**src/rtl/dpwdt_pkg.sv**
```systemverilog
package dpwdt_pkg;
    // ==========================================
    // Register map (word offsets x4)
    localparam logic [7:0] DPWDT_CTRL_OFS = 8'h00;
    localparam logic [7:0] DPWDT_RANGE_OFS = 8'h04;
    localparam logic [7:0] DPWDT_COUNT_OFS = 8'h08;
    localparam logic [7:0] DPWDT_RESTART_OFS = 8'h0C;
    localparam logic [7:0] DPWDT_STATUS_OFS = 8'h10;
    localparam logic [7:0] DPWDT_EOI_OFS = 8'h14;
    // ==========================================
    // Field positions
    localparam int DPWDT_CTRL_EN_BIT = 0;
    localparam int DPWDT_CTRL_RMOD_BIT = 1;
    localparam int DPWDT_RANGE_TOP_LSB = 0;
    localparam int DPWDT_RANGE_INIT_LSB = 4;
    localparam int DPWDT_COUNTER_W = 32;
    localparam int DPWDT_PERIOD_BASE = 16;
    localparam logic [7:0] DPWDT_RESTART_KEY = 8'h76;
    localparam logic [3:0] DPWDT_RANGE_RST = 4'h0;
    // ==========================================
    // Device-side operations
    typedef enum logic [2:0] {
        DPWDT_OP_NONE,
        DPWDT_OP_CTRL,
        DPWDT_OP_RANGE,
        DPWDT_OP_RESTART,
        DPWDT_OP_EOI
    } dpwdt_op_t;

    function automatic logic [31:0] dpwdt_period(input logic [3:0] sel);
        dpwdt_period = 32'hFFFFFFFF >> (5'(DPWDT_PERIOD_BASE) - {1'b0, sel});
    endfunction
endpackage

```
**src/rtl/dpwdt_if.sv**
```systemverilog
`timescale 1ns/1ps
interface dpwdt_if;
    import dpwdt_pkg::*;
    dpwdt_op_t op;
    logic [31:0] wdata;
    logic [31:0] count;
    logic enabled;
    logic rmod;
    logic second;
    logic [7:0] range;
    logic irq;
    logic rst_req;
    logic pause;

    modport dev (
        input op, wdata, pause,
        output count, enabled, rmod, second, range, irq, rst_req
    );
    modport ctl (
        output op, wdata, pause,
        input count, enabled, rmod, second, range, irq, rst_req
    );
endinterface

```
**src/rtl/dpwdt_dev.sv**
```systemverilog
`timescale 1ns/1ps
// ==========================================
module dpwdt_dev (
    input wire logic clk_i, // free running peripheral clock
    input wire logic rst_i, // synchronous reset
    dpwdt_if.dev bus // controller side
);
    import dpwdt_pkg::*;

    // ==========================================
    // Timer states
    typedef enum logic [1:0] {
        DPWDT_ST_OFF,
        DPWDT_ST_FIRST,
        DPWDT_ST_SECOND
    } dpwdt_state_t;

    dpwdt_state_t state_q;
    dpwdt_state_t state_d;
    logic rmod_q;
    logic irq_q;
    logic irq_d;
    logic rst_req_q;
    logic rst_req_d;
    logic [3:0] top_q;
    logic [3:0] init_q;
    logic [DPWDT_COUNTER_W-1:0] cnt_q;
    logic [DPWDT_COUNTER_W-1:0] cnt_d;
    logic enabled;
    logic start;
    logic restart;
    logic at_zero;

    // ==========================================
    // Access decoding
    function automatic logic is_start(input dpwdt_op_t op, input logic [31:0] data);
        is_start = op == DPWDT_OP_CTRL && data[DPWDT_CTRL_EN_BIT];
    endfunction

    function automatic logic is_key(input dpwdt_op_t op, input logic [31:0] data);
        is_key = op == DPWDT_OP_RESTART && data[7:0] == DPWDT_RESTART_KEY;
    endfunction

    assign enabled = state_q != DPWDT_ST_OFF;
    assign start = !enabled && is_start(bus.op, bus.wdata);
    // Keyed write and interrupt-clear read both restart
    assign restart = enabled && (is_key(bus.op, bus.wdata)
                                 || bus.op == DPWDT_OP_EOI);
    // Pause also holds off a timeout
    assign at_zero = enabled && !bus.pause && cnt_q == '0;

    // ==========================================
    // State machine
    // Only a reset returns the timer to off
    always_comb begin
        state_d = state_q;
        unique case (state_q)
            DPWDT_ST_OFF: begin
                if (start) begin
                    state_d = DPWDT_ST_FIRST;
                end
            end
            DPWDT_ST_FIRST: begin
                if (restart) begin
                    state_d = DPWDT_ST_FIRST;
                end else if (at_zero && rmod_q) begin
                    state_d = DPWDT_ST_SECOND;
                end
            end
            DPWDT_ST_SECOND: begin
                if (restart) begin
                    state_d = DPWDT_ST_FIRST;
                end
            end
            default: begin
                state_d = DPWDT_ST_OFF;
            end
        endcase
    end

    always_ff @(posedge clk_i) begin
        if (rst_i) begin
            state_q <= DPWDT_ST_OFF;
        end else begin
            state_q <= state_d;
        end
    end

    // ==========================================
    // Control
    always_ff @(posedge clk_i) begin
        if (rst_i) begin
            rmod_q <= 1'b0;
        end else if (bus.op == DPWDT_OP_CTRL) begin
            rmod_q <= bus.wdata[DPWDT_CTRL_RMOD_BIT];
        end
    end

    // Both selectors are taken in one write
    always_ff @(posedge clk_i) begin
        if (rst_i) begin
            top_q <= DPWDT_RANGE_RST;
            init_q <= DPWDT_RANGE_RST;
        end else if (bus.op == DPWDT_OP_RANGE) begin
            top_q <= bus.wdata[DPWDT_RANGE_TOP_LSB +: 4];
            init_q <= bus.wdata[DPWDT_RANGE_INIT_LSB +: 4];
        end
    end

    // ==========================================
    // Counter
    // Counting resumes from the restart period after a timeout
    always_comb begin
        cnt_d = cnt_q;
        if (start) begin
            cnt_d = dpwdt_period(init_q);
        end else if (!enabled) begin
            cnt_d = cnt_q;
        end else if (restart) begin
            cnt_d = dpwdt_period(top_q);
        end else if (bus.pause) begin
            cnt_d = cnt_q;
        end else if (cnt_q == '0) begin
            cnt_d = dpwdt_period(top_q);
        end else begin
            cnt_d = cnt_q - 1'b1;
        end
    end

    always_ff @(posedge clk_i) begin
        if (rst_i) begin
            cnt_q <= '0;
        end else begin
            cnt_q <= cnt_d;
        end
    end

    // ==========================================
    // Response
    always_comb begin
        irq_d = irq_q;
        if (at_zero && !restart && rmod_q && state_q != DPWDT_ST_SECOND) begin
            irq_d = 1'b1;
        end else if (bus.op == DPWDT_OP_EOI) begin
            irq_d = 1'b0;
        end
    end

    // Restart on the zero cycle wins
    always_comb begin
        rst_req_d = rst_req_q;
        if (at_zero && !restart && (!rmod_q || state_q == DPWDT_ST_SECOND)) begin
            rst_req_d = 1'b1;
        end
    end

    always_ff @(posedge clk_i) begin
        if (rst_i) begin
            irq_q <= 1'b0;
        end else begin
            irq_q <= irq_d;
        end
    end

    // Sticky until the reset manager resets the block
    always_ff @(posedge clk_i) begin
        if (rst_i) begin
            rst_req_q <= 1'b0;
        end else begin
            rst_req_q <= rst_req_d;
        end
    end

    // ==========================================
    // Outputs
    assign bus.count = cnt_q;
    assign bus.enabled = enabled;
    assign bus.rmod = rmod_q;
    assign bus.second = state_q == DPWDT_ST_SECOND;
    assign bus.range = {init_q, top_q};
    assign bus.irq = irq_q;
    assign bus.rst_req = rst_req_q;
endmodule

```
**src/flat_wrapper.sv**
```systemverilog
// flat-port wrapper written by rule: the top's interface ports become plain ports
module dpwdt_dev_flat import dpwdt_pkg::*;
  (clk_i, rst_i, bus_op, bus_wdata, bus_pause, bus_count, bus_enabled, bus_rmod, bus_second, bus_range, bus_irq, bus_rst_req);
  dpwdt_if bus_i ();
  input wire logic clk_i;
  input wire logic rst_i;
  input wire logic [$bits(bus_i.op)-1:0] bus_op;
  input wire logic [$bits(bus_i.wdata)-1:0] bus_wdata;
  input wire logic [$bits(bus_i.pause)-1:0] bus_pause;
  output wire logic [$bits(bus_i.count)-1:0] bus_count;
  output wire logic [$bits(bus_i.enabled)-1:0] bus_enabled;
  output wire logic [$bits(bus_i.rmod)-1:0] bus_rmod;
  output wire logic [$bits(bus_i.second)-1:0] bus_second;
  output wire logic [$bits(bus_i.range)-1:0] bus_range;
  output wire logic [$bits(bus_i.irq)-1:0] bus_irq;
  output wire logic [$bits(bus_i.rst_req)-1:0] bus_rst_req;
  assign bus_i.op = bus_op;
  assign bus_i.wdata = bus_wdata;
  assign bus_i.pause = bus_pause;
  assign bus_count = bus_i.count;
  assign bus_enabled = bus_i.enabled;
  assign bus_rmod = bus_i.rmod;
  assign bus_second = bus_i.second;
  assign bus_range = bus_i.range;
  assign bus_irq = bus_i.irq;
  assign bus_rst_req = bus_i.rst_req;
  dpwdt_dev u_core (.clk_i(clk_i), .rst_i(rst_i), .bus(bus_i));
endmodule
```
**config.mk**
```make
export PLATFORM = sky130hd
export DESIGN_NAME = dpwdt_dev_flat
export DESIGN_NICKNAME = d
export VERILOG_FILES = /design/src/rtl/dpwdt_pkg.sv /design/src/rtl/dpwdt_if.sv /design/src/rtl/dpwdt_dev.sv /design/src/flat_wrapper.sv
export SDC_FILE = /design/constraint.sdc
export NUM_CORES = 1
export LEC_CHECK = 0
export BUFFER_PORTS_ARGS = -buffer_cell sky130_fd_sc_hd__buf_2
export CAP_MARGIN = 20
export CORE_ASPECT_RATIO = 0.5
export CORE_UTILIZATION = 40
export CTS_BUF_LIST = sky130_fd_sc_hd__clkbuf_16
export DETAILED_ROUTE_END_ITERATION = 8
export HOLD_SLACK_MARGIN = 0.1
export PLACE_DENSITY = 0.69
export SLEW_MARGIN = 5
export SYNTH_ARGS = -nofsm -noshare
export SYNTH_HDL_FRONTEND = slang
export SYNTH_SLANG_ARGS = --single-unit
```
**constraint.sdc**
```tcl
create_clock -name clk_i -period 7.09 [get_ports clk_i]
set_input_delay 1.418 -clock clk_i [delete_from_list [all_inputs] [get_ports clk_i]]
set_output_delay 1.418 -clock clk_i [all_outputs]
set_load 0.05 [all_outputs]
```
==> impl_metrics.env, run 1 <==
export IMPL_status="completed"
export IMPL_io_buffers=58
export IMPL_cellPowerDensity_nw_per_um2=230
export IMPL_finalClockSkew_ps=6.75
export IMPL_rsz0062_at_grt="no"
export IMPL_fp_dieH_um=67.7
export IMPL_synth_edf_count=0
export IMPL_synth_nets=504
export IMPL_r2r_end="u_core.bus.count[3]"
export IMPL_cts_tree="yes"
export IMPL_cts_buffers=5
export IMPL_synthFlopType="dfxtp_1"
export IMPL_fin_crit_sh_pct=48.6
export IMPL_drt_pass1_iterations=6
export IMPL_ys_warn_count=0
export IMPL_via_count=3873
export IMPL_wl_per_cell_um=19.5
export IMPL_vdd_ir_drop_max_mv=0.0925
export IMPL_fin_nets=552
export IMPL_tightest_slew_ps=1100
export IMPL_cp_max_fo=34
export IMPL_diodes=0
export IMPL_worstHoldStart="u_core.bus.irq"
export IMPL_required_ps=7330
export IMPL_power_leakage_nw=1.62
export IMPL_hold_path_class="reg -> reg"
export IMPL_design_area_sq_um=4000
export IMPL_period_needed_ps=3450
export IMPL_met3_usage_pct=7.66
export IMPL_gr_usage_met1_pct=37.5
export IMPL_dpl_cell_area_sq_um=3860
export IMPL_synth_async_sr_flop_share_pct=0
export IMPL_synthDistinctLibCells=63
export IMPL_drive_above_1_share_pct=16.6
export IMPL_grt_pass1_wl_um=18900
export IMPL_synth_seq_area_share_pct=26.1
export IMPL_register_area_sq_um=901
export IMPL_setup_violations=0
export IMPL_utilization_pct=49.0
export IMPL_grt_total_usage_pct=27.6
export IMPL_cp_arrival_ps=3690
export IMPL_cts_resized_gates=0
export IMPL_gp_congestion=0.924
export IMPL_multiInputGateArea_sq_um=2400
export IMPL_areaGrowthSynthToFinish_pct=15.7
export IMPL_min_to="u_core.bus.irq"
export IMPL_cts_root_buf="clkbuf_16"
export IMPL_htree_levels=2
export IMPL_min_path_cells=2
export IMPL_hpwlAfterDp_um=8510
export IMPL_pre_cts_ws_ps=3380
export IMPL_overflow=0
export IMPL_cp_start_kind="primary input"
export IMPL_power_w=0.000919
export IMPL_antenna_found_initial=0
export IMPL_syn_avg_cell_area_sq_um=7.58
export IMPL_ctsHoldBuffers=0
export IMPL_ys_ff_latch=45
export IMPL_grt_max_degree=40
export IMPL_regToRegStartpoint="u_core.bus.count[17]"
export IMPL_end_kind="register"
export IMPL_initial_core_util_pct=42.3
export IMPL_drv_cap=0
export IMPL_die_area_sq_um=9040
export IMPL_top_usage_layer="met2"
export IMPL_setup_tns_ps=0
export IMPL_crit_type="in -> reg"
export IMPL_clock_sinks=45
export IMPL_max_slew_margin_pct=26.6
export IMPL_met2_usage_pct=42.0
export IMPL_viasPerCell=6.28
export IMPL_io_pins=83
export IMPL_coreArea_sq_um=8170
export IMPL_maxSlewViolCount=0
export IMPL_first_global_vias=3535
export IMPL_r2r_cells=7
export IMPL_postSynthCellCount=456
export IMPL_cts_clk_slew_worst_paths_ps=60
export IMPL_clk_latency_ps=290
export IMPL_regToRegSetupSlack_ps=4230
export IMPL_netlist_area_sq_um=3460
export IMPL_num_rows=23
export IMPL_drc_errors=0
export IMPL_drtAntennaViolNets=0
export IMPL_cts_setup_buffers=0
export IMPL_timing_fmax_mhz=290
export IMPL_fillCellCount=859
export IMPL_drt_iter0_drc=499
export IMPL_fin_ws_ps=3640
export IMPL_finalHoldViolations=0
export IMPL_clockBufferDepth=2
export IMPL_die_x_um=133
export IMPL_wl_um=12000
==> where the power goes <==
group	internal (W)	leakage [nW]	switching (W)
Sequential	0.000265	0.366	0.0000223
Clock	0.000127	0.0776	0.000101
Combinational	0.000142	1.18	0.000261
==> layout make-up <==
type,count,area share (%)
clock buffers,5,3.13
multi-input cells,372,60.1
clock inverters,3,0.281
flip-flops and latches,45,22.5
repair buffers,65,9.07
well taps,112,3.50
inverters,15,1.41
==> worst max-delay path, stage by stage <==
cell and delay, ps:
buf_2 120, nor3b_1 430, nand3_1 130, buf_4 280
nor2_1 640, nand3_1 250, o21ai_0 240, o311a_1 180
==> how the worst max path moves through the flow <==
stage               from              endpoint  slack (ps)  depth (start not counted)
2_1_floorplan  bus_op[0]  u_core.bus.count[14]        3960                          7
3_3_place_gp   bus_op[2]   u_core.bus.count[3]        3130                          7
3_5_place_dp   bus_op[2]  u_core.bus.count[25]        3380                          8
4_1_cts        bus_op[2]  u_core.bus.count[25]        3660                          8
5_1_grt        bus_op[1]  u_core.bus.count[30]        3400                          8
6_report       bus_op[1]  u_core.bus.count[30]        3640                          8
==> synth_stat cells, drive strengths merged, types with 5 or more instances <==
| cell type | count | area share [%] |
|---|---|---|
| a31oi | 15 | 2.7 |
| xor2 | 14 | 3.5 |
| o21ai | 30 | 4.5 |
| mux2i | 6 | 1.7 |
| nor4 | 13 | 4.0 |
| nor3b | 5 | 1.1 |
| a21oi | 27 | 3.9 |
| or3 | 6 | 1.1 |
| xnor2 | 15 | 3.8 |
| a311oi | 5 | 1.3 |
| inv | 15 | 1.6 |
| ha | 10 | 3.6 |
| nor3 | 28 | 4.2 |
| nand3 | 22 | 3.2 |
| nor2b | 6 | 1.1 |
| clkbuf | 21 | 2.3 |
| o31ai | 5 | 1.1 |
| nand2 | 23 | 2.5 |
| nand4 | 5 | 1.3 |
| dfxtp | 45 | 26 |
| o211ai | 6 | 1.3 |
| nand2b | 6 | 1.1 |
| nor2 | 66 | 7.2 |
| o32ai | 8 | 2.0 |
| mux2 | 7 | 2.4 |
==> per-stage QoR <==
step	hold WS, ps	std cells
finish	465	617
global route	515	617
CTS	467	616
detailed placement	458	608
global placement	453	607
floorplan	511	456
==> layout by cell type, fill, tap and decap left out, types with 10 or more instances in the layout <==
master   Yosys  final
dfxtp_1     45     45
nand3_1     22     22
inv_1       14     17
nor3_1      27     27
o21ai_0     27     27
a21oi_1     27     27
nand2_1     23     23
buf_2        1     58
ha_1        10     10
nor2_1      65     65
a31oi_1     15     15
xor2_1      14     14
xnor2_1     15     15
==> state kept, by name, indices dropped and copies added, names as in the netlist <==
| register | flops |
|---|---|
| u_core.bus.count | 32 |
| u_core.init_q | 4 |
| u_core.top_q | 4 |
| u_core.state_q | 2 |
| u_core.bus.irq | 1 |
| u_core.bus.rmod | 1 |
| u_core.bus.rst_req | 1 |
==> per-layer routing <==
metal | vias up | share of wire (%)
met4 | 0 | 2.7
met1 | 1793 | 45
met5 | - | 0
li1 | 1793 | -
met2 | 252 | 40
met3 | 35 | 12
==> cells by family after synthesis <==
family / count (synthesis) / synth area share (%)
compound gates: 126 / 24.4
xor+xnor: 29 / 7.35
mux: 13 / 4.13
flops: 45 / 26.1
fa+ha+maj: 10 / 3.62
simple gates: 194 / 30.1
buf+inv: 39 / 4.38
No activity file was read; power rests on OpenSTA's default activity.
==> run 2, diff against run 1 <==
PLACE_DENSITY = 0.71   (was 0.69)
clock period = 3.1 ns   (was 7.09 ns; I/O delays follow)
==> run 2 against run 1 <==
Against the previous run: flip-flop and latch count unchanged; first-iteration DRC count increased by 4.2%; register-to-register slack lost 3900 ps; sequential power up 130%; via count up 1.6%; non-clock buffer count increased by 21; utilization grew 1.7 points; sequential share of layout area decreased by 0.77 points; setup slack worse by 3300 ps; combinational power up 140%; clock-buffer cell count stayed put; highest routed layer unchanged.
==> impl_metrics.env, run 2 (synthesis results as in run 1) <==
export IMPL_die_area_sq_um=9040
export IMPL_multiInputGateArea_sq_um=2400
export IMPL_finalClockSkew_ps=4.82
export IMPL_coreArea_sq_um=8170
export IMPL_cts_clk_slew_worst_paths_ps=60
export IMPL_min_to="u_core.bus.rst_req"
export IMPL_via_count=3934
export IMPL_first_global_vias=3512
export IMPL_fin_ws_ps=300
export IMPL_timing_fmax_mhz=357
export IMPL_grt_total_usage_pct=27.6
export IMPL_period_needed_ps=2800
export IMPL_ctsHoldBuffers=0
export IMPL_drtAntennaViolNets=0
export IMPL_hold_slack_ps=469
export IMPL_fillCellCount=822
export IMPL_regToRegSetupSlack_ps=300
export IMPL_overflow=0
export IMPL_end_kind="register"
export IMPL_hold_path_class="reg -> reg"
export IMPL_setup_violations=0
export IMPL_pre_cts_ws_ps=261
export IMPL_io_buffers=58
export IMPL_cts_root_buf="clkbuf_16"
export IMPL_hpwlAfterDp_um=8780
export IMPL_drt_pass1_iterations=5
export IMPL_crit_start="u_core.bus.count[0]"
export IMPL_r2r_end="u_core.bus.count[8]"
export IMPL_clock_sinks=45
export IMPL_min_path_cells=2
export IMPL_cp_arrival_ps=2970
export IMPL_status="completed"
export IMPL_power_w=0.00214
export IMPL_regToRegStartpoint="u_core.bus.count[0]"
export IMPL_required_ps=3270
export IMPL_power_leakage_nw=1.71
export IMPL_cts_setup_buffers=0
export IMPL_viasPerCell=6.17
export IMPL_initial_core_util_pct=42.3
export IMPL_r2r_cells=8
export IMPL_areaGrowthSynthToFinish_pct=19.8
export IMPL_finalHoldViolations=0
export IMPL_num_rows=23
export IMPL_cts_buffers=5
export IMPL_drv_cap=0
export IMPL_drive_above_1_share_pct=20.0
export IMPL_max_slew_margin_pct=33.3
export IMPL_drt_iter0_drc=520
export IMPL_wl_per_cell_um=18.7
export IMPL_clockBufferDepth=2
export IMPL_htree_levels=2
export IMPL_fp_dieH_um=67.7
export IMPL_cp_cell_sequence="inv_1, ha_1, nor4b_1, nand3_1, or3_1, o21ai_2, a211oi_1, o32ai_1"
export IMPL_cellPowerDensity_nw_per_um2=517
export IMPL_die_x_um=133
export IMPL_maxSlewViolCount=0
export IMPL_utilization_pct=50.7
export IMPL_cp_start_kind="register"
export IMPL_diodes=0
export IMPL_drc_errors=0
export IMPL_gp_congestion=0.989
export IMPL_largest_reg_flops=32
export IMPL_grt_max_degree=39
export IMPL_cp_max_fo=18
export IMPL_cts_resized_gates=0
export IMPL_register_area_sq_um=901
export IMPL_vdd_ir_drop_max_mv=0.226
export IMPL_fin_crit_sh_pct=90.3
export IMPL_worstHoldStart="u_core.bus.rst_req"
export IMPL_final_common_cell="nor2_1"
export IMPL_clk_latency_ps=300
export IMPL_wl_um=11900
export IMPL_critical_path_max_stage_delay_ps=460
export IMPL_layout_common_cells="65 x nor2_1, 58 x buf_2, 45 x dfxtp_1"
export IMPL_rsz0062_at_grt="no"
export IMPL_cts_tree="yes"
export IMPL_tightest_slew_ps=1000
export IMPL_crit_type="reg -> reg"
export IMPL_io_pins=83
export IMPL_crit_path_top_delay_cell="or3_1"
export IMPL_antenna_found_initial=0
export IMPL_fin_nets=573
export IMPL_setup_tns_ps=0
export IMPL_grt_pass1_wl_um=18700
-- run 2: changes by cell type in the layout (fill, tap and decap cells not counted), sizes merged --
cell,before,now
buf,65,86
-- run 2: final cells by class --
class                           count  share of cell area (%)
Multi-Input combinational cell    372                    58.0
Sequential cell                    45                    21.7
Timing Repair Buffer               86                    12.2
Tap cell                          112                    3.38
Clock buffer                        5                    3.02
Inverter                           15                    1.36
Clock inverter                      3                   0.272
-- run 2: layer usage --
| layer | GRT usage, % | up-vias | part of all wire (%) |
|---|---|---|---|
| li1 | - | 1834 | - |
| met1 | 38.4 | 1822 | 45 |
| met2 | 39.4 | 240 | 40 |
| met3 | 8.18 | 38 | 13 |
| met4 | 11.8 | 0 | 2.8 |
| met5 | 0 | - | 0 |
-- run 2: power breakdown --
| group | total (W) | internal (W) | switching [W] |
|---|---|---|---|
| Sequential | 0.000657 | 0.000607 | 0.0000501 |
| Clock | 0.000525 | 0.000291 | 0.000234 |
| Combinational | 0.000959 | 0.000355 | 0.000605 |
| Total | 0.00214 | 0.00125 | 0.000889 |
-- run 2: worst max-delay path by stage --
stage | end | slack (ps) | depth (start not counted)
2_1_floorplan | u_core.bus.count[29] | 620 | 9
3_3_place_gp | u_core.bus.count[8] | 280 | 7
3_5_place_dp | u_core.bus.count[8] | 260 | 7
4_1_cts | u_core.bus.count[26] | 390 | 8
5_1_grt | u_core.bus.count[26] | 200 | 8
6_report | u_core.bus.count[8] | 300 | 8
-- run 2: metrics by stage --
stage | area (sq um) | cells
after floorplan | 3460 | 456
after global placement | 4000 | 629
after detailed placement | 4000 | 629
after CTS | 4130 | 637
after global routing | 4140 | 638
final | 4140 | 638
-- run 2: critical path, delay by kind of cell, from the launching register on --
kind            cells  cell delay [ps]
simple gates        3             1090
compound gates      3              960
flops               1              370
fa+ha+maj           1              140
buf+inv             1              110
==> run 3, diff against run 2 <==
CORE_ASPECT_RATIO = not set   (was 0.5)
CTS_CLUSTER_DIAMETER = 40   (was not set)
==> run 3 against run 2 <==
Against the previous run: first-iteration DRC count up 38%; maximum frequency up 1.8%; highest routed layer unchanged; wire length up 4.0%; combinational power up 3.0%; via count up 4.1%; flip-flop and latch count unchanged; sequential share of layout area up 0.066 points; critical endpoint is now u_core.bus.count[31]; clock power down 0.8%; cell area down 0.30%; hold slack better by 3.7 ps.
==> impl_metrics.env, run 3 (synthesis results as in run 1) <==
export IMPL_end_kind="register"
export IMPL_fin_nets=573
export IMPL_tightest_slew_ps=1170
export IMPL_required_ps=3300
export IMPL_areaGrowthSynthToFinish_pct=19.5
export IMPL_timing_fmax_mhz=363
export IMPL_fin_crit_sh_pct=88.7
export IMPL_cellPowerDensity_nw_per_um2=524
export IMPL_cts_setup_buffers=0
export IMPL_initial_core_util_pct=41.7
export IMPL_cp_cell_sequence="nor4_2, nand2_1, or3_1, o21ai_2, buf_4, nand3_1, a311oi_1"
export IMPL_drc_errors=0
export IMPL_gr_usage_met1_pct=37.7
export IMPL_drive_above_1_share_pct=20.0
export IMPL_clockBufferDepth=2
export IMPL_cts_tree="yes"
export IMPL_cts_resized_gates=0
export IMPL_critical_path_max_stage_delay_ps=530
export IMPL_top_usage_layer="met2"
export IMPL_io_buffers=58
export IMPL_setup_tns_ps=0
export IMPL_drt_pass1_iterations=6
export IMPL_drtAntennaViolNets=0
export IMPL_layout_common_cells="65 x nor2_1, 58 x buf_2, 45 x dfxtp_1"
export IMPL_crit_path_top_delay_cell="or3_1"
export IMPL_hold_path_class="reg -> reg"
export IMPL_wl_um=12400
export IMPL_met2_usage_pct=43.1
export IMPL_drv_cap=0
export IMPL_grt_total_usage_pct=28.3
export IMPL_min_path_cells=2
export IMPL_hold_slack_ps=472
export IMPL_power_leakage_nw=1.71
export IMPL_path_delay_family="simple AND/OR/NAND/NOR gates"
export IMPL_cts_root_buf="clkbuf_16"
export IMPL_period_needed_ps=2750
export IMPL_num_rows=33
export IMPL_fp_dieH_um=95.0
export IMPL_final_cells=631
export IMPL_first_global_vias=3823
export IMPL_viasPerCell=6.49
export IMPL_diodes=0
export IMPL_maxSlewViolCount=0
export IMPL_status="completed"
export IMPL_finalHoldViolations=0
export IMPL_die_x_um=95.0
export IMPL_r2r_cells=7
export IMPL_antenna_found_initial=0
export IMPL_final_common_cell="nor2_1"
export IMPL_grt_pass1_wl_um=19600
export IMPL_r2r_end="u_core.bus.count[31]"
export IMPL_largest_reg_flops=32
export IMPL_met3_usage_pct=5.39
export IMPL_max_slew_margin_pct=21.7
export IMPL_htree_levels=2
export IMPL_coreArea_sq_um=8300
export IMPL_wl_per_cell_um=19.7
export IMPL_clock_sinks=45
export IMPL_cp_start_kind="register"
export IMPL_cts_clk_slew_worst_paths_ps=60
export IMPL_ctsHoldBuffers=0
export IMPL_setup_violations=0
export IMPL_drt_iter0_drc=715
export IMPL_dpl_cell_count=623
export IMPL_io_pins=83
export IMPL_crit_type="reg -> reg"
export IMPL_cp_max_fo=12
export IMPL_hpwlAfterDp_um=9070
export IMPL_finalClockSkew_ps=6.43
export IMPL_via_count=4094
export IMPL_regToRegSetupSlack_ps=350
export IMPL_regToRegStartpoint="u_core.bus.count[20]"
export IMPL_die_area_sq_um=9020
export IMPL_min_to="u_core.bus.irq"
export IMPL_path_buf_inv=1
export IMPL_overflow=0
export IMPL_rsz0062_at_grt="no"
export IMPL_vdd_ir_drop_max_mv=0.232
export IMPL_gp_congestion=1.01
export IMPL_worstHoldStart="u_core.bus.irq"
export IMPL_grt_max_degree=39
export IMPL_cts_buffers=5
export IMPL_cp_arrival_ps=2950
export IMPL_clk_latency_ps=290
run 3: cell counts in the layout (fill, tap and decap cells not counted):
No cell type changed its count.
run 3: worst max path at each step:
stage	from	end	slack, ps	depth (start not counted)
2_1_floorplan	u_core.bus.count[0]	u_core.bus.count[29]	620	9
3_3_place_gp	bus_op[2]	u_core.bus.count[25]	350	7
3_5_place_dp	bus_op[2]	u_core.bus.count[25]	310	7
4_1_cts	u_core.bus.count[20]	u_core.bus.count[31]	430	7
5_1_grt	u_core.bus.count[0]	u_core.bus.count[31]	190	10
6_report	u_core.bus.count[20]	u_core.bus.count[31]	350	7
run 3: area by class of cell:
cell class,count,area [sq um]
fill,842,4170
multi-input combinational,372,2400
sequential,45,901
timing repair buffer,86,500
tap,105,131
clock buffer,5,125
inverter,15,56.3
clock inverter,3,11.3
run 3: where the power goes:
part	switching [W]	internal (W)	leakage, nW
logic	0.000627	0.000361	1.27
registers	0.0000494	0.000607	0.366
clock network	0.000231	0.000291	0.0776
run 3: metrics by stage:
step / util, % / total power, W / cell area, sq um / setup WS (ps)
floorplan: - / 0.00134 / 3460 / 623
global placement: 48.1 / 0.00160 / 3990 / 347
detailed placement: 48.1 / 0.00162 / 3990 / 312
CTS: 49.8 / 0.00214 / 4130 / 432
global route: 49.8 / 0.00225 / 4130 / 188
finish: 49.8 / 0.00217 / 4130 / 349
run 3: worst register-to-register path, stage by stage, from the launching register on:
cell and delay, ps:
dfxtp_1 380, nor4_2 420, nand2_1 310, or3_1 530, o21ai_2 360, buf_4 270, nand3_1 120, a311oi_1 270
run 3: per-layer routing:
metal | vias to the layer above | part of all wire (%)
met3 | 76 | 11
met1 | 1873 | 40
met2 | 319 | 44
met4 | 0 | 5.1
met5 | - | 0
li1 | 1826 | -
